## config.mk

```make
export PLATFORM = sky130hd
export DESIGN_NAME = wdc_watchdog_control
export DESIGN_NICKNAME = d
export VERILOG_FILES = /design/src/core/wdc_pkg.sv /design/src/core/wdc_watchdog_control.sv
export SDC_FILE = /design/constraint.sdc
export NUM_CORES = 1
export LEC_CHECK = 0
export BUFFER_PORTS_ARGS = -buffer_cell sky130_fd_sc_hd__buf_2
export CORE_MARGIN = 3
export CORE_UTILIZATION = 30
export DETAILED_ROUTE_END_ITERATION = 7
export PLACE_DENSITY = 0.46
export SLEW_MARGIN = 15
export SYNTH_ARGS = -nofsm -noshare
export SYNTH_HDL_FRONTEND = slang
export SYNTH_SLANG_ARGS = --single-unit
```

## constraint.sdc

```tcl
create_clock -name sys_clk -period 8.9 [get_ports sys_clk]
set_input_delay 0.89 -clock sys_clk [delete_from_list [all_inputs] [get_ports sys_clk]]
set_output_delay 0.89 -clock sys_clk [all_outputs]
set_load 0.1 [all_outputs]
```

## src/core/wdc_pkg.sv

```systemverilog
// watchdog control package: register offset, field positions, timing constants
// assumes a 32-bit register port and a 20 MHz system clock
package wdc_pkg;
	localparam int unsigned ADDR_W = 4;
	localparam int unsigned DATA_W = 32;
	localparam logic [ADDR_W-1:0] OFS_CONTROL = 4'h0;
	localparam int unsigned BIT_ON = 15;
	localparam int unsigned PS_LSB = 2;
	localparam int unsigned PS_MSB = 6;
	localparam int unsigned BIT_WIN = 1;
	localparam int unsigned BIT_CLR = 0;
	localparam int unsigned PS_W = 5;
	// base timeout tick, before postscaling
	localparam int unsigned CLK_HZ = 20000000;
	localparam int unsigned TICK_US = 1000;
	localparam int unsigned TICK_CYC = (CLK_HZ / 1000000) * TICK_US;
	localparam int unsigned PS_MAX = 20;
	localparam int unsigned CNT_W = 32;
	localparam int unsigned RST_PULSE = 1;
endpackage

```

## src/core/wdc_watchdog_control.sv

```systemverilog
// watchdog timer control register and count logic
// assumes fuse inputs are static straps; register port on sys_clk
`timescale 1ns/1ns
////////////////////////////////////////////////////////////////////////////////
module wdc_watchdog_control #(
	parameter int unsigned TICK_CYCLES = wdc_pkg::TICK_CYC
) (
	// clock and reset
	input wire logic sys_clk,
	input wire logic arst_n,
	// configuration fuses
	input wire logic fuse_enable,
	input wire logic [wdc_pkg::PS_W-1:0] postscale_fuse,
	// register port
	input wire logic [wdc_pkg::ADDR_W-1:0] reg_addr,
	input wire logic [wdc_pkg::DATA_W-1:0] reg_wdata,
	input wire logic reg_wr,
	input wire logic reg_rd,
	output logic [wdc_pkg::DATA_W-1:0] reg_rdata,
	// status
	output logic running,
	output logic window_mode,
	output logic wdt_reset
);
	import wdc_pkg::*;

	logic sw_on_q;
	logic win_q;
	logic [PS_W-1:0] postscale_shadow_q;
	logic shadow_loaded_q;
	logic fuse_en_q;
	logic [CNT_W-1:0] tick_q;
	logic [CNT_W-1:0] post_q;
	logic [CNT_W-1:0] post_lim;
	logic wr_ctl;
	logic clr_req;
	logic on_now;
	logic [DATA_W-1:0] rd_val;

	assign wr_ctl = reg_wr && (reg_addr == OFS_CONTROL);
	assign clr_req = wr_ctl && reg_wdata[BIT_CLR];
	assign on_now = fuse_en_q || sw_on_q;
	assign post_lim = (postscale_shadow_q > PS_W'(PS_MAX)) ? (CNT_W'(1) << PS_MAX)
		: (CNT_W'(1) << postscale_shadow_q);

	////////////////////////////////////////////////////////////////////////////////
	// fuse capture after reset release; straps are static, no synchroniser needed
	always_ff @(posedge sys_clk or negedge arst_n) begin
		if (!arst_n) begin
			shadow_loaded_q <= 1'b0;
			postscale_shadow_q <= '0;
			fuse_en_q <= 1'b0;
		end else if (!shadow_loaded_q) begin
			shadow_loaded_q <= 1'b1;
			postscale_shadow_q <= postscale_fuse;
			fuse_en_q <= fuse_enable;
		end
	end

	always_ff @(posedge sys_clk or negedge arst_n) begin
		if (!arst_n) begin
			sw_on_q <= 1'b0;
			win_q <= 1'b0;
		end else if (wr_ctl) begin
			sw_on_q <= reg_wdata[BIT_ON];
			win_q <= reg_wdata[BIT_WIN];
		end
	end

	////////////////////////////////////////////////////////////////////////////////
	// count: base tick times 2^postscale, postscale capped at PS_MAX
	always_ff @(posedge sys_clk or negedge arst_n) begin
		if (!arst_n) begin
			tick_q <= '0;
			post_q <= '0;
			wdt_reset <= 1'b0;
		end else if (!on_now || clr_req || !shadow_loaded_q) begin
			tick_q <= '0;
			post_q <= '0;
			wdt_reset <= 1'b0;
		end else if (tick_q >= CNT_W'(TICK_CYCLES - 1)) begin
			tick_q <= '0;
			if (post_q >= post_lim - CNT_W'(1)) begin
				post_q <= '0;
				wdt_reset <= 1'b1;
			end else begin
				post_q <= post_q + CNT_W'(1);
				wdt_reset <= 1'b0;
			end
		end else begin
			tick_q <= tick_q + CNT_W'(1);
			wdt_reset <= 1'b0;
		end
	end

	////////////////////////////////////////////////////////////////////////////////
	// readback; clear bit always reads zero
	always_comb begin
		rd_val = '0;
		if (reg_addr == OFS_CONTROL) begin
			rd_val[BIT_ON] = on_now;
			rd_val[PS_MSB:PS_LSB] = postscale_shadow_q;
			rd_val[BIT_WIN] = win_q;
		end
	end

	// read data stand for one cycle only; idle bus reads back zero
	always_ff @(posedge sys_clk or negedge arst_n) begin
		if (!arst_n) begin
			reg_rdata <= '0;
		end else if (reg_rd) begin
			reg_rdata <= rd_val;
		end else begin
			reg_rdata <= '0;
		end
	end

	////////////////////////////////////////////////////////////////////////////////
	// status outputs, one cycle behind the live state so they come from flops
	always_ff @(posedge sys_clk or negedge arst_n) begin
		if (!arst_n) begin
			running <= 1'b0;
		end else begin
			running <= on_now;
		end
	end

	// window mode is only exported; no early-clear window check is made here
	always_ff @(posedge sys_clk or negedge arst_n) begin
		if (!arst_n) begin
			window_mode <= 1'b0;
		end else begin
			window_mode <= win_q;
		end
	end

	////////////////////////////////////////////////////////////////////////////////
	chk_sw_enable: assert property (@(posedge sys_clk) disable iff (!arst_n)
		wr_ctl && reg_wdata[BIT_ON] |=> sw_on_q)
		else $error("software enable not set");
	chk_fuse_hold: assert property (@(posedge sys_clk) disable iff (!arst_n)
		fuse_en_q && wr_ctl && !reg_wdata[BIT_ON] |=> running)
		else $error("fuse enable lost");
	chk_sw_disable: assert property (@(posedge sys_clk) disable iff (!arst_n)
		wr_ctl && !reg_wdata[BIT_ON] |=> !sw_on_q)
		else $error("software disable not taken");
	chk_run_track: assert property (@(posedge sys_clk) disable iff (!arst_n)
		1'b1 |=> running == $past(on_now))
		else $error("running output lags wrongly");
	chk_on_read: assert property (@(posedge sys_clk) disable iff (!arst_n)
		reg_rd && reg_addr == OFS_CONTROL |=> reg_rdata[BIT_ON] == $past(on_now))
		else $error("enable readback wrong");
	chk_shadow_ro: assert property (@(posedge sys_clk) disable iff (!arst_n)
		shadow_loaded_q |=> $stable(postscale_shadow_q))
		else $error("shadow changed");
	chk_win_write: assert property (@(posedge sys_clk) disable iff (!arst_n)
		wr_ctl |=> win_q == $past(reg_wdata[BIT_WIN]))
		else $error("window bit not stored");
	chk_clr_restart: assert property (@(posedge sys_clk) disable iff (!arst_n)
		clr_req |=> tick_q == '0 && post_q == '0 && !wdt_reset)
		else $error("clear did not restart");
	chk_clr_zero: assert property (@(posedge sys_clk) disable iff (!arst_n)
		reg_rd |=> !reg_rdata[BIT_CLR])
		else $error("clear bit read one");
	chk_unimpl_zero: assert property (@(posedge sys_clk) disable iff (!arst_n)
		reg_rd |=> reg_rdata[31:16] == '0 && reg_rdata[14:7] == '0)
		else $error("unimplemented bits nonzero");
	chk_off_quiet: assert property (@(posedge sys_clk) disable iff (!arst_n)
		!on_now |=> !wdt_reset)
		else $error("reset while disabled");

	// shadow load and window output behaviour
	chk_shadow_load: assert property (@(posedge sys_clk) disable iff (!arst_n)
		!shadow_loaded_q |=> postscale_shadow_q == $past(postscale_fuse))
		else $error("shadow not loaded from fuse");
	chk_win_out: assert property (@(posedge sys_clk) disable iff (!arst_n)
		1'b1 |=> window_mode == $past(win_q))
		else $error("window output wrong");

	// a zero in the clear bit must let the count run on
	chk_clr_ignore: assert property (@(posedge sys_clk) disable iff (!arst_n)
		wr_ctl && !reg_wdata[BIT_CLR] && on_now && shadow_loaded_q && tick_q < CNT_W'(TICK_CYCLES - 1)
		|=> tick_q == $past(tick_q) + CNT_W'(1))
		else $error("zero clear restarted count");

	// readback of idle bus and foreign addresses
	chk_rd_other: assert property (@(posedge sys_clk) disable iff (!arst_n)
		reg_rd && reg_addr != OFS_CONTROL |=> reg_rdata == '0)
		else $error("foreign address read nonzero");
	chk_rd_idle: assert property (@(posedge sys_clk) disable iff (!arst_n)
		!reg_rd |=> reg_rdata == '0)
		else $error("read data outside read cycle");

	// counter bounds; a stuck counter would otherwise never expire
	chk_off_stop: assert property (@(posedge sys_clk) disable iff (!arst_n)
		!on_now |=> tick_q == '0 && post_q == '0)
		else $error("count runs while disabled");
	chk_expire_restart: assert property (@(posedge sys_clk) disable iff (!arst_n)
		wdt_reset |-> tick_q == '0 && post_q == '0)
		else $error("count not restarted at expiry");
	chk_tick_bound: assert property (@(posedge sys_clk) disable iff (!arst_n)
		tick_q < CNT_W'(TICK_CYCLES))
		else $error("base tick overran");
	chk_post_bound: assert property (@(posedge sys_clk) disable iff (!arst_n)
		post_q < post_lim)
		else $error("postscale count overran");

	// main scenarios
	cov_sw_on: cover property (@(posedge sys_clk) disable iff (!arst_n) wr_ctl && reg_wdata[BIT_ON]);
	cov_clear: cover property (@(posedge sys_clk) disable iff (!arst_n) clr_req && on_now);
	cov_expire: cover property (@(posedge sys_clk) disable iff (!arst_n) wdt_reset);
	cov_fuse_forced: cover property (@(posedge sys_clk) disable iff (!arst_n) fuse_en_q && wr_ctl && !reg_wdata[BIT_ON]);
	cov_win_set: cover property (@(posedge sys_clk) disable iff (!arst_n) wr_ctl && reg_wdata[BIT_WIN]);
endmodule

```

## Yosys cells after proc, flatten, opt, wreduce, memory -nomap -nowiden

Cells that the tools add are included.

| word-level totals | value |
|---|---|
| bits in latches | 0 |
| bits in writable memories | 0 |
| ROM bits | 0 |
| input port bits | 46 |
| output and inout port bits | 35 |
| logic and storage cells | 39 |
| memories kept | 0 |
| register bits | 108 |

| cells by class | value |
|---|---|
| bitwise gates (word level) | 0 |
| div/mod/pow operators | 0 |
| equal/unequal tests | 0 |
| add/sub/neg operators | 3 |
| shifts and indexed selects | 1 |
| order comparisons | 3 |
| reduce and logical (&&, ||, !) cells | 9 |
| $mul | 0 |
| multiplexer cells | 12 |

Operator list:

| kind | count |
|---|---|
| 2-to-1 mux 32 bit | 6 |
| adder 32 x 1 -> 32 bit (second input constant) | 2 |
| greater-or-equal comparator 32 x 15 -> 1 bit (second input constant) | 1 |
| greater-or-equal comparator 32 bit | 1 |
| << shifter 1 x 5 -> 32 bit (first input constant) | 1 |
| subtractor 32 x 1 -> 32 bit (second input constant) | 1 |
| 2-to-1 mux 16 bit | 1 |
| 2-to-1 mux 6 bit | 1 |
| greater-than comparator 5 bit (second input constant) | 1 |
| logical NOT 4 bit | 1 |
| 2-to-1 mux 1 bit | 4 |
| logical OR 1 bit | 3 |
| logical AND 1 bit | 2 |
| logical NOT 1 bit | 2 |
| nonzero test 2 bit | 1 |

## Logic depth before layout (Yosys ltp)

Gate-level depths: netlist (run 1).

| depth | value |
|---|---|
| word-level depth | 7 |
| mapped depth | 17 |
| mapped depth without buffers | 15 |

## Worst setup path before layout (run 1)

No wires, ideal clock.

| timing path | value |
|---|---|
| path type | reg2reg |
| start point | register postscale_shadow_q[3] |
| end point | register post_q[11] |
| setup time | 119 ps |
| setup slack | 4770 ps |
| stages on the path, launching flop included | 18 |
| period minus slack after synthesis | 4130 ps |
| buffers on the path | 2 |
| arrival time | 4012 ps |
| cell sequence | dfrtp_1 -> clkbuf_1 -> nor3_1 -> nand2_1 -> ha_1 -> or2_2 -> nor2_1 -> nand3_1 -> a21oi_1 -> a21oi_1 -> ha_1 -> nand4_1 -> nor3_2 -> or4b_1 -> a311o_1 -> a21oi_4 -> buf_6 -> nor2_1 |

| on the way | value |
|---|---|
| word-level cells in the longest chain between the ends | 7 |
| elaborated cells on any way between the ends | 8 |
| classes of those cells | 1 x add/sub; 2 x order compare; 1 x shift; 4 x mux |

RTL lines:

| what | line | RTL |
|---|---|---|
| start, declared | wdc_watchdog_control.sv:29 | `logic [PS_W-1:0] postscale_shadow_q;` |
| start signal, assigned | wdc_watchdog_control.sv:55 | `postscale_shadow_q <= postscale_fuse;` |
| greater-than comparator 5 bit / << shifter 1 x 5 -> 32 bit (equally long branches) | wdc_watchdog_control.sv:43, wdc_watchdog_control.sv:44 |  |
| 2-to-1 mux 32 bit * | wdc_watchdog_control.sv:43 | `assign post_lim = (postscale_shadow_q > PS_W'(PS_MAX)) ? (CNT_W'(1) << PS_MAX)` |
| subtractor 32 x 1 -> 32 bit * | wdc_watchdog_control.sv:83 | `if (post_q >= post_lim - CNT_W'(1)) begin` |
| greater-or-equal comparator 32 bit * | wdc_watchdog_control.sv:83 |  |
| 2-to-1 mux 32 bit * | wdc_watchdog_control.sv:83 |  |
| 2-to-1 mux 32 bit * | wdc_watchdog_control.sv:81 | `end else if (tick_q >= CNT_W'(TICK_CYCLES - 1)) begin` |
| 2-to-1 mux 32 bit * | wdc_watchdog_control.sv:77 | `end else if (!on_now \|\| clr_req \|\| !shadow_loaded_q) begin` |
| end signal, assigned | wdc_watchdog_control.sv:87 | `post_q <= post_q + CNT_W'(1);` |
| end, declared | wdc_watchdog_control.sv:33 | `logic [CNT_W-1:0] post_q;` |

Mark *: on every way between the ends. The rest lies on a longest branch, timed or not. The select of a mux whose other input is x is not followed.
A chain may end at the register's enable or synchronous reset.

## Final worst setup path (run 1)

| timing path | value |
|---|---|
| start point | register postscale_shadow_q[3] |
| end point | register post_q[16] |

Same word-level chain as after synthesis.

==> results of run 1 <==
[final cells by class]
| type | instances | share of cell area, % |
|---|---|---|
| flip-flops and latches | 83 | 37.8 |
| repair buffers | 29 | 2.82 |
| inverters | 11 | 0.751 |
| clock buffers | 10 | 4.34 |
| well taps | 216 | 4.91 |
| multi-input cells | 419 | 48.0 |
| clock inverters | 6 | 1.39 |
[cell families after synthesis]
family,Yosys count
AND/OR/NAND/NOR,216
flip-flops,83
AO/OA/AOI/OAI,74
buffers and inverters,58
XOR/XNOR,36
adder cells (fa/ha/maj),35
multiplexers,9
other,2
[report_power, final]
part	total, uW	switching, uW	internal (uW)
Sequential	405	15.4	389
Combinational	143	110	33.3
Clock	393	163	230
Total	941	288	653
[metrics by stage]
step,power [uW],hold slack [ns],worst slack [ns],util [%]
after floorplan,535,0.362,4.77,-
after global placement,553,0.380,3.11,32.6
after detailed placement,556,0.396,2.90,32.6
after CTS,959,0.410,2.87,34.6
after global routing,988,0.430,2.41,34.6
final,941,0.410,2.91,34.6
[state kept, by name, summed over array words and instances (netlist names)]
register	flops
fuse_en_q	1
win_q	1
reg_rdata	7
wdt_reset	1
postscale_shadow_q	5
tick_q	32
running	1
sw_on_q	1
post_q	32
window_mode	1
shadow_loaded_q	1
[worst paths after layout]
check	from	end	slack, ns	cells after the start
hold / removal	win_q	window_mode	0.41	0
max in group asynchronous	arst_n	postscale_shadow_q[3]	7.40	2
setup reg to reg	postscale_shadow_q[3]	post_q[16]	2.91	15
hold reg to reg	win_q	window_mode	0.41	0
min in group asynchronous	arst_n	post_q[24]	0.48	1
setup / recovery	postscale_shadow_q[3]	post_q[16]	2.91	15
[cell usage after synthesis, types with 2 or more instances]
master,count
buf_2,4
nand2b_1,4
clkbuf_1,13
conb_1,2
a22oi_1,3
o31ai_1,2
nor4_1,13
dfrtp_1,83
xnor2_1,28
nand3b_1,7
ha_1,35
o21ai_0,16
inv_1,11
o22ai_1,6
nand2_1,53
nor4_4,2
or4_1,2
or2_2,5
and4_1,3
nand4_1,18
nor3_1,15
nor2_1,55
a211oi_1,3
nand3_1,14
o21a_1,6
and3_1,9
a21oi_1,22
buf_4,25
nor4b_1,3
mux2_2,8
or3_1,4
buf_6,4
and2_1,2
xor2_1,8
a31oi_1,6
[worst reg2reg max path: stages, from the launching register on]
cell     delay [ns]
dfrtp_1        0.58
nor3_1         0.96
nand2_1        0.22
ha_1           0.53
or2_2          0.45
nor2_1         0.19
nand3_1        0.10
a21oi_1        0.16
a21oi_1        0.08
ha_1           0.33
nand4_1        0.17
nor3_2         0.28
or4b_1         0.48
a311o_1        0.52
a21oi_4        0.68
nor2_1         0.12
[metal layers]
layer	track usage (%)	vias up	share of wire (%)
li1	-	1829	-
met1	17.0	1781	47
met2	20.1	54	47
met3	2.98	14	3.2
met4	4.91	0	1.9
met5	0	-	0
==> flow_metrics.py, run 1 <==
metrics = {
    "floorplan": {
        "fp.dieH_um": 134,
        "io_pins": 81,
        "dieArea_mm2": 0.0178,
        "row_count": 46,
        "core_mm2": 0.0159,
        "start_util_pct": 30.7,
        "fp.dieW_um": 134,
    },
    "final_layout": {
        "nFillCells": 1672,
        "diodes": 0,
        "multiInputGateArea_mm2": 0.00264,
        "design_area_mm2": 0.00550,
        "layout-drive-gt1-share_pct": 12.0,
        "syn_to_final_growth_pct": 12.6,
        "fin_cells": 774,
        "final_common_cell": "dfrtp_1",
        "seq_area_mm2": 0.00208,
        "final_cell_mix": "dfrtp_1, nor2_1, nand2_1",
        "nets": 634,
    },
    "synth": {
        "synthMuxAreaShare_pct": 2.05,
        "synth_fa_ha_area_share_pct": 8.97,
        "synth_compound_area_share_pct": 9.71,
        "postSynthRegisterBits": 83,
        "synth-xor-area-share_pct": 6.46,
        "async_flop_share_pct": 100,
        "synthCells": 513,
        "synth_edf_count": 0,
        "synth_top_area_cell": "dfrtp_1",
        "seq_area_frac_synth_pct": 42.5,
        "avgSynthCellArea_um2": 9.52,
        "synth_top_area_share_pct": 42.5,
        "ys_types": 54,
        "synthSimpleGateAreaFrac_pct": 23.0,
        "yosysWarnings": 0,
        "synth_top_family_by_area": "simple AND/OR/NAND/NOR gates",
        "synth-main-ff-cell": "dfrtp_1",
        "syn_area_mm2": 0.00488,
        "netlist_top_cells_area": "dfrtp_1, ha_1, xnor2_1, nor2_1, nand2_1",
    },
    "routing": {
        "drt-pass1-iter-count": 4,
        "detail-route-antenna-nets": 0,
        "wl_per_cell_um": 13.8,
        "wl_mm": 10.7,
        "vias": 3678,
        "vias_per_cell": 4.75,
        "drt_iter0_markers": 175,
        "drc": 0,
    },
    "clock_tree": {
        "cts_tree": "done",
        "cts-root-buf": "clkbuf_16",
        "ctsResizeCount": 0,
        "hold_buffers": 0,
        "clock_latency_ns": 0.35,
        "htreeDepth": 3,
        "cts_buffer_depth": 2,
        "cts.sink_count": 83,
        "clk_pin_slew_ns": 0.06,
        "cts_setup_buffers": 0,
        "cts_made_buffers": 9,
    },
    "pwr": {
        "cellLeakagePower_uw": 0.00234,
        "irDropWorstVdd_v": 0.0000804,
        "cellPowerDensity_mw_per_mm2": 171,
    },
    "sta": {
        "fin_skew_ns": 0.0104,
        "finalMaxSlewViolations": 0,
        "rsz0062_at_grt": "false",
        "finalSetupViolCount": 0,
        "fin_crit_ns": 5.99,
        "period_share_pct": 67.4,
        "timing.fmax_ghz": 0.167,
        "slew_headroom_pct": 26.8,
        "fin_setup_tns_ns": 0,
        "tightest_slew_ns": 1.09,
        "hold_viol": 0,
    },
    "worst_setup_path": {
        "critPathBufInv": 0,
        "max_stage_delay_ns": 0.96,
        "arrival_ns": 6.19,
        "cp-end-kind": "register",
        "cpLargestDelayFamily": "simple AND/OR/NAND/NOR gates",
        "crit_fanout": 24,
        "cp-start-kind": "register",
        "crit_type": "reg -> reg",
        "crit_slowest_cell": "nor3_1",
        "worstPathCellList": "nor3_1 -> nand2_1 -> ha_1 -> or2_2 -> nor2_1 -> nand3_1 -> a21oi_1 -> a21oi_1 -> ha_1 -> nand4_1 -> nor3_2 -> or4b_1 -> a311o_1 -> a21oi_4 -> nor2_1",
        "cp.required_ns": 9.09,
    },
    "grt": {
        "grt_max_degree": 53,
        "grt_antenna_before_repair": 0,
        "grt_pass1_wl_mm": 18.3,
        "grt.total_usage_pct": 12.7,
        "grt_pass1_vias": 3583,
        "overflow": 0,
    },
    "run": {
        "maxCapViolCount": 0,
    },
    "outcome": {
        "status": "finished clean",
    },
    "worst_hold_path": {
        "min_path_type": "reg -> reg",
    },
    "place": {
        "place_inst": 758,
        "postPlaceCellArea_mm2": 0.00518,
        "hpwl_mm": 7.63,
        "gp_congestion": 0.781,
        "io_buffer_count": 26,
    },
}
No activity file was read; power rests on OpenSTA's default activity.
==> run 2, diff against run 1 <==
- ABC_AREA: unset -> 1
- clock period: 8.9 -> 6.1 ns (I/O delays scaled with it)
==> run 2 against run 1 <==
  * Non-clock buffer count decreased by 3
  * Critical path type unchanged
  * Critical path depth increased by 4
  * Sequential share of layout area decreased by 1.7 points
  * Largest power group is now clock
  * Critical endpoint is now post_q[19]
  * Cell area increased by 4.6%
==> flow_metrics.py, run 2 <==
metrics = {
    "clock_tree": {
        "ctsResizeCount": 0,
        "clock_latency_ns": 0.35,
        "cts.sink_count": 83,
        "cts_buffer_depth": 2,
        "hold_buffers": 0,
        "cts_made_buffers": 9,
        "cts-root-buf": "clkbuf_16",
        "clk_pin_slew_ns": 0.07,
        "cts_setup_buffers": 0,
        "htreeDepth": 3,
        "cts_tree": "done",
    },
    "sta": {
        "tightest_slew_ns": 0.756,
        "finalMaxSlewViolations": 0,
        "fin_skew_ns": 0.00754,
        "slew_headroom_pct": 49.6,
        "finalSetupViolCount": 0,
        "hold_viol": 0,
        "timing.fmax_ghz": 0.256,
        "fin_setup_tns_ns": 0,
        "rsz0062_at_grt": "false",
        "period_share_pct": 64.1,
        "fin_crit_ns": 3.91,
    },
    "worst_setup_path": {
        "worstPathCellList": "nor2_1 -> inv_1 -> nor2_1 -> nand2_1 -> ha_1 -> nand2_1 -> nor2_4 -> o21ai_4 -> inv_2 -> nand3_1 -> xor2_1 -> ha_1 -> nand4_1 -> nor4_1 -> nand2_1 -> nand3_1 -> nand2_1 -> inv_2 -> nor2_1",
        "crit_fanout": 29,
        "critPathBufInv": 3,
        "crit_type": "reg -> reg",
        "cp-start-kind": "register",
        "cp.required_ns": 6.31,
        "crit_slowest_cell": "dfrtp_1",
        "max_stage_delay_ns": 0.57,
        "cpLargestDelayFamily": "simple AND/OR/NAND/NOR gates",
        "cp-end-kind": "register",
        "crit_path_frequent_cell": "nand2_1",
        "arrival_ns": 4.12,
    },
    "place": {
        "io_buffer_count": 26,
        "hpwl_mm": 8.07,
        "place_inst": 894,
        "gp_congestion": 0.864,
    },
    "synth": {
        "ys_types": 38,
        "synth_edf_count": 0,
        "postSynthRegisterBits": 83,
        "syn_area_mm2": 0.00513,
        "seq_area_frac_synth_pct": 40.5,
        "synthTopCellsByCount": "nand2_1, nor2_1, dfrtp_1, inv_1, nand3_1",
        "synth_top_area_cell": "dfrtp_1",
        "synth_top_area_share_pct": 40.5,
        "netlist_top_cells_area": "dfrtp_1, nand2_1, nor2_1, ha_1, xor2_1",
        "synth-main-ff-cell": "dfrtp_1",
        "synthMostInstantiatedCell": "nand2_1",
        "async_flop_share_pct": 100,
        "yosysWarnings": 0,
        "avgSynthCellArea_um2": 8.03,
        "synthCells": 639,
    },
    "routing": {
        "vias_per_cell": 4.46,
        "vias": 4058,
        "wl_mm": 11.0,
        "wl_per_cell_um": 12.1,
        "drt-pass1-iter-count": 5,
        "drt_iter0_markers": 222,
        "drc": 0,
        "detail-route-antenna-nets": 0,
    },
    "final_layout": {
        "final_common_cell": "nand2_1",
        "multiInputGateArea_mm2": 0.00273,
        "fin_cells": 910,
        "final_cell_mix": "nand2_1, nor2_1, dfrtp_1",
        "reg_top3": "post_q (32), tick_q (32), reg_rdata (7)",
        "nets": 766,
        "layout-drive-gt1-share_pct": 9.71,
        "syn_to_final_growth_pct": 12.2,
        "seq_area_mm2": 0.00208,
        "nFillCells": 1743,
        "diodes": 0,
    },
    "floorplan": {
        "io_pins": 81,
        "fp.dieH_um": 137,
        "dieArea_mm2": 0.0187,
        "start_util_pct": 30.8,
        "row_count": 47,
        "fp.dieW_um": 137,
        "core_mm2": 0.0166,
    },
    "grt": {
        "overflow": 0,
        "grt.total_usage_pct": 12.7,
        "grt_pass1_vias": 3885,
        "grt_antenna_before_repair": 0,
        "grt_max_degree": 84,
        "grt_pass1_wl_mm": 18.5,
    },
    "outcome": {
        "status": "finished clean",
    },
    "worst_hold_path": {
        "min_path_type": "in -> async",
    },
    "pwr": {
        "cellPowerDensity_mw_per_mm2": 238,
        "irDropWorstVdd_v": 0.000161,
        "power.total_uw": 1370,
        "cellLeakagePower_uw": 0.00275,
    },
    "run": {
        "maxCapViolCount": 0,
    },
}
-- run 2: cell count changes in the layout (fill, tap and decap cells not counted), moves of 6 or more --
| cell | change |
|---|---|
| inv_1 | +44 |
| nand2_1 | +77 |
| a31oi_1 | -6 |
| xor2_1 | +23 |
| o22ai_1 | -6 |
| nor2_4 | +6 |
| and3_1 | -9 |
| xnor2_1 | -25 |
| nor3_1 | -6 |
| nor2_1 | +63 |
| o21ai_0 | -6 |
| nand3_1 | +26 |
| nor4_1 | -7 |
| mux2_2 | -6 |
-- run 2: cells by family (layout without fill, tap and decap cells) --
family | count (synthesis) | after routing | synth area share [%]
AO/OA/AOI/OAI | 46 | 46 | 5.29
XOR/XNOR | 34 | 34 | 5.81
adder cells (fa/ha/maj) | 35 | 35 | 8.54
buffers and inverters | 98 | 102 | 9.76
flip-flops | 83 | 83 | 40.5
multiplexers | 2 | 2 | 0.439
other | 2 | 49 | 0.146
AND/OR/NAND/NOR | 339 | 339 | 29.5
-- run 2: layout make-up --
class | instances | share of cell area (%)
clock inverters | 7 | 1.54
repair buffers | 26 | 2.37
multi-input cells | 505 | 47.4
flip-flops and latches | 83 | 36.1
well taps | 220 | 4.78
clock buffers | 9 | 3.91
inverters | 60 | 3.91
-- run 2: metrics by stage --
stage	hold WS, ns	utilization (%)	instance area [um2]	setup WS [ns]
after detailed placement	0.374	32.7	5440	2.09
after floorplan	0.314	-	5310	3.05
after global placement	0.362	32.7	5440	2.19
after CTS	0.382	34.6	5750	2.07
after global routing	0.372	34.6	5760	1.68
final	0.314	34.6	5760	2.19
-- run 2: final timing paths --
path                                       startpoint          end  slack (ns)  cells past startpoint
worst max-delay path            postscale_shadow_q[3]   post_q[19]        2.19                     19
worst min-delay path                           arst_n   tick_q[16]        0.31                      1
worst max register to register  postscale_shadow_q[3]   post_q[19]        2.19                     19
worst min register to register                  win_q  window_mode        0.38                      0
max in group asynchronous                      arst_n   post_q[16]        5.28                      1
min in group sys_clk                            win_q  window_mode        0.38                      0
-- run 2: report_power, final --
| group | internal (uW) | switching (uW) | total, uW | leakage, uW |
|---|---|---|---|---|
| logic | 37.9 | 170 | 208 | 0.00151 |
| registers | 567 | 13.5 | 581 | 0.00109 |
| clock network | 329 | 254 | 583 | 0.000152 |
| total | 934 | 438 | 1370 | 0.00275 |
-- run 2: per-layer routing --
layer	share of wire, %	vias up	global-route usage [%]	wire length [um]
met5	0	-	0	0
met4	1.2	0	4.14	131
met3	4.9	10	3.46	537
met2	47	83	20.3	5160
met1	47	1886	16.6	5200
li1	-	2079	-	-
==> run 3, diff against run 2 <==
- clock period: 6.1 -> 3.6 ns (I/O delays scaled with it)
==> run 3 against run 2 <==
  * Die area is the same
  * Clock power grew 58%
  * Cell area grew 1.3%
  * Critical path depth grew 3
  * Sequential share of layout area shrank 0.48 points
  * Worst setup slack lost 1.8 ns
  * Critical path type unchanged
  * Largest cell class unchanged
==> flow_metrics.py, run 3 (synthesized netlist as in run 2, its figures left out) <==
metrics = {
    "outcome": {
        "status": "finished clean",
    },
    "floorplan": {
        "dieArea_mm2": 0.0187,
        "start_util_pct": 30.8,
        "core_mm2": 0.0166,
        "fp.dieW_um": 137,
        "fp.dieH_um": 137,
        "row_count": 47,
        "io_pins": 81,
    },
    "routing": {
        "drt-pass1-iter-count": 5,
        "drt_iter0_markers": 209,
        "vias": 4044,
        "drc": 0,
        "wl_mm": 11.0,
        "detail-route-antenna-nets": 0,
        "wl_per_cell_um": 12.0,
        "vias_per_cell": 4.41,
    },
    "sta": {
        "timing.fmax_ghz": 0.316,
        "hold_viol": 0,
        "slew_headroom_pct": 50.3,
        "period_share_pct": 87.9,
        "finalMaxSlewViolations": 0,
        "tightest_slew_ns": 0.745,
        "fin_skew_ns": 0.00521,
        "fin_crit_ns": 3.16,
        "fin_setup_tns_ns": 0,
        "rsz0062_at_grt": "false",
        "finalSetupViolCount": 0,
    },
    "worst_setup_path": {
        "worstPathCellList": "nor2_1 -> inv_1 -> nor2_2 -> nand2_1 -> ha_1 -> nand2_1 -> nor2_4 -> o21ai_4 -> inv_2 -> nand3_1 -> xor2_1 -> ha_1 -> nand2_1 -> o21ai_0 -> nand2_1 -> a21oi_1 -> nor2_1 -> nand3_1 -> nand2_1 -> inv_2 -> buf_12 -> nor2_1",
        "arrival_ns": 3.39,
        "cp.required_ns": 3.83,
        "r2r-start": "postscale_shadow_q[3]",
        "crit_fanout": 16,
        "r2r_slack_ns": 0.44,
        "cp-start-kind": "register",
        "crit_type": "reg -> reg",
        "rr_endpoint": "post_q[18]",
        "crit_path_frequent_cell": "nand2_1",
        "reg2reg_depth": 22,
        "max_stage_delay_ns": 0.38,
        "critPathBufInv": 4,
        "cp-end-kind": "register",
        "cpLargestDelayFamily": "simple AND/OR/NAND/NOR gates",
        "crit_slowest_cell": "dfrtp_1",
    },
    "final_layout": {
        "seq_area_mm2": 0.00208,
        "reg_top3": "post_q (32), tick_q (32), reg_rdata (7)",
        "multiInputGateArea_mm2": 0.00273,
        "diodes": 0,
        "syn_to_final_growth_pct": 13.7,
        "final_cell_mix": "nand2_1, nor2_1, dfrtp_1",
        "final_common_cell": "nand2_1",
        "nets": 774,
        "layout-drive-gt1-share_pct": 10.9,
        "design_area_mm2": 0.00583,
        "nFillCells": 1780,
    },
    "place": {
        "postPlaceCellArea_mm2": 0.00552,
        "hpwl_mm": 8.22,
        "gp_congestion": 0.830,
        "io_buffer_count": 26,
    },
    "grt": {
        "grt_max_degree": 84,
        "grt.total_usage_pct": 12.6,
        "grt_antenna_before_repair": 0,
        "overflow": 0,
        "grt_pass1_wl_mm": 18.6,
        "grt_pass1_vias": 3839,
    },
    "clock_tree": {
        "cts_buffer_depth": 2,
        "cts.sink_count": 83,
        "clock_latency_ns": 0.34,
        "cts_made_buffers": 9,
        "hold_buffers": 0,
        "cts_tree": "done",
        "ctsResizeCount": 0,
        "cts_setup_buffers": 0,
        "clk_pin_slew_ns": 0.07,
        "cts-root-buf": "clkbuf_16",
        "htreeDepth": 3,
    },
    "worst_hold_path": {
        "min_path_type": "in -> async",
    },
    "run": {
        "maxCapViolCount": 0,
    },
    "pwr": {
        "cellPowerDensity_mw_per_mm2": 391,
        "cellLeakagePower_uw": 0.00279,
        "irDropWorstVdd_v": 0.000361,
    },
}
==> run 3: worst max path at each step <==
stage,start,end,depth (start not counted)
finish,postscale_shadow_q[3],post_q[18],22
global route,postscale_shadow_q[3],post_q[23],22
CTS,postscale_shadow_q[3],post_q[18],22
detailed placement,postscale_shadow_q[3],post_q[18],22
global placement,postscale_shadow_q[3],post_q[16],22
floorplan,postscale_shadow_q[3],post_q[21],23
==> run 3: cell type report <==
cell class	instances	share of cell area, %
clock inverter	7	1.35
tap	220	4.72
timing repair buffer	34	3.80
inverter	60	3.86
clock buffer	9	3.86
sequential	83	35.6
multi-input combinational	505	46.8
==> run 3: stage by stage <==
step	setup slack, ns	instances	hold slack [ns]	power [uW]	util, %
2_1_floorplan	0.546	686	0.0644	1310	-
3_3_place_gp	0.288	902	0.362	1370	33.2
3_5_place_dp	0.233	902	0.360	1380	33.2
4_1_cts	0.230	918	0.232	2330	35.0
5_1_grt	0.0452	918	0.128	2410	35.1
6_report	0.437	918	0.0736	2280	35.1
==> run 3: per-layer routing <==
metal | vias to the layer above | wire, um | GRT usage [%]
met5 | - | 0 | 0
met4 | 0 | 127 | 3.47
met3 | 9 | 454 | 3.20
met2 | 84 | 5180 | 20.0
met1 | 1857 | 5220 | 17.2
li1 | 2094 | - | -
==> run 3: worst register-to-register path, cell delays in order (launching register included) <==
cell and delay [ns]:
dfrtp_1 0.38, nor2_1 0.16, inv_1 0.09, nor2_2 0.15
nand2_1 0.11, ha_1 0.21, nand2_1 0.16, nor2_4 0.07
o21ai_4 0.09, inv_2 0.06, nand3_1 0.08, xor2_1 0.09
ha_1 0.31, nand2_1 0.06, o21ai_0 0.21, nand2_1 0.08
a21oi_1 0.17, nor2_1 0.10, nand3_1 0.09, nand2_1 0.06
inv_2 0.13, buf_12 0.15, nor2_1 0.06
==> run 3: where the power goes <==
part | internal (uW) | leakage (uW) | switching (uW)
sequential | 961 | 0.00109 | 14.9
clock | 493 | 0.000148 | 431
combinational | 81.5 | 0.00155 | 298
total | 1540 | 0.00279 | 744
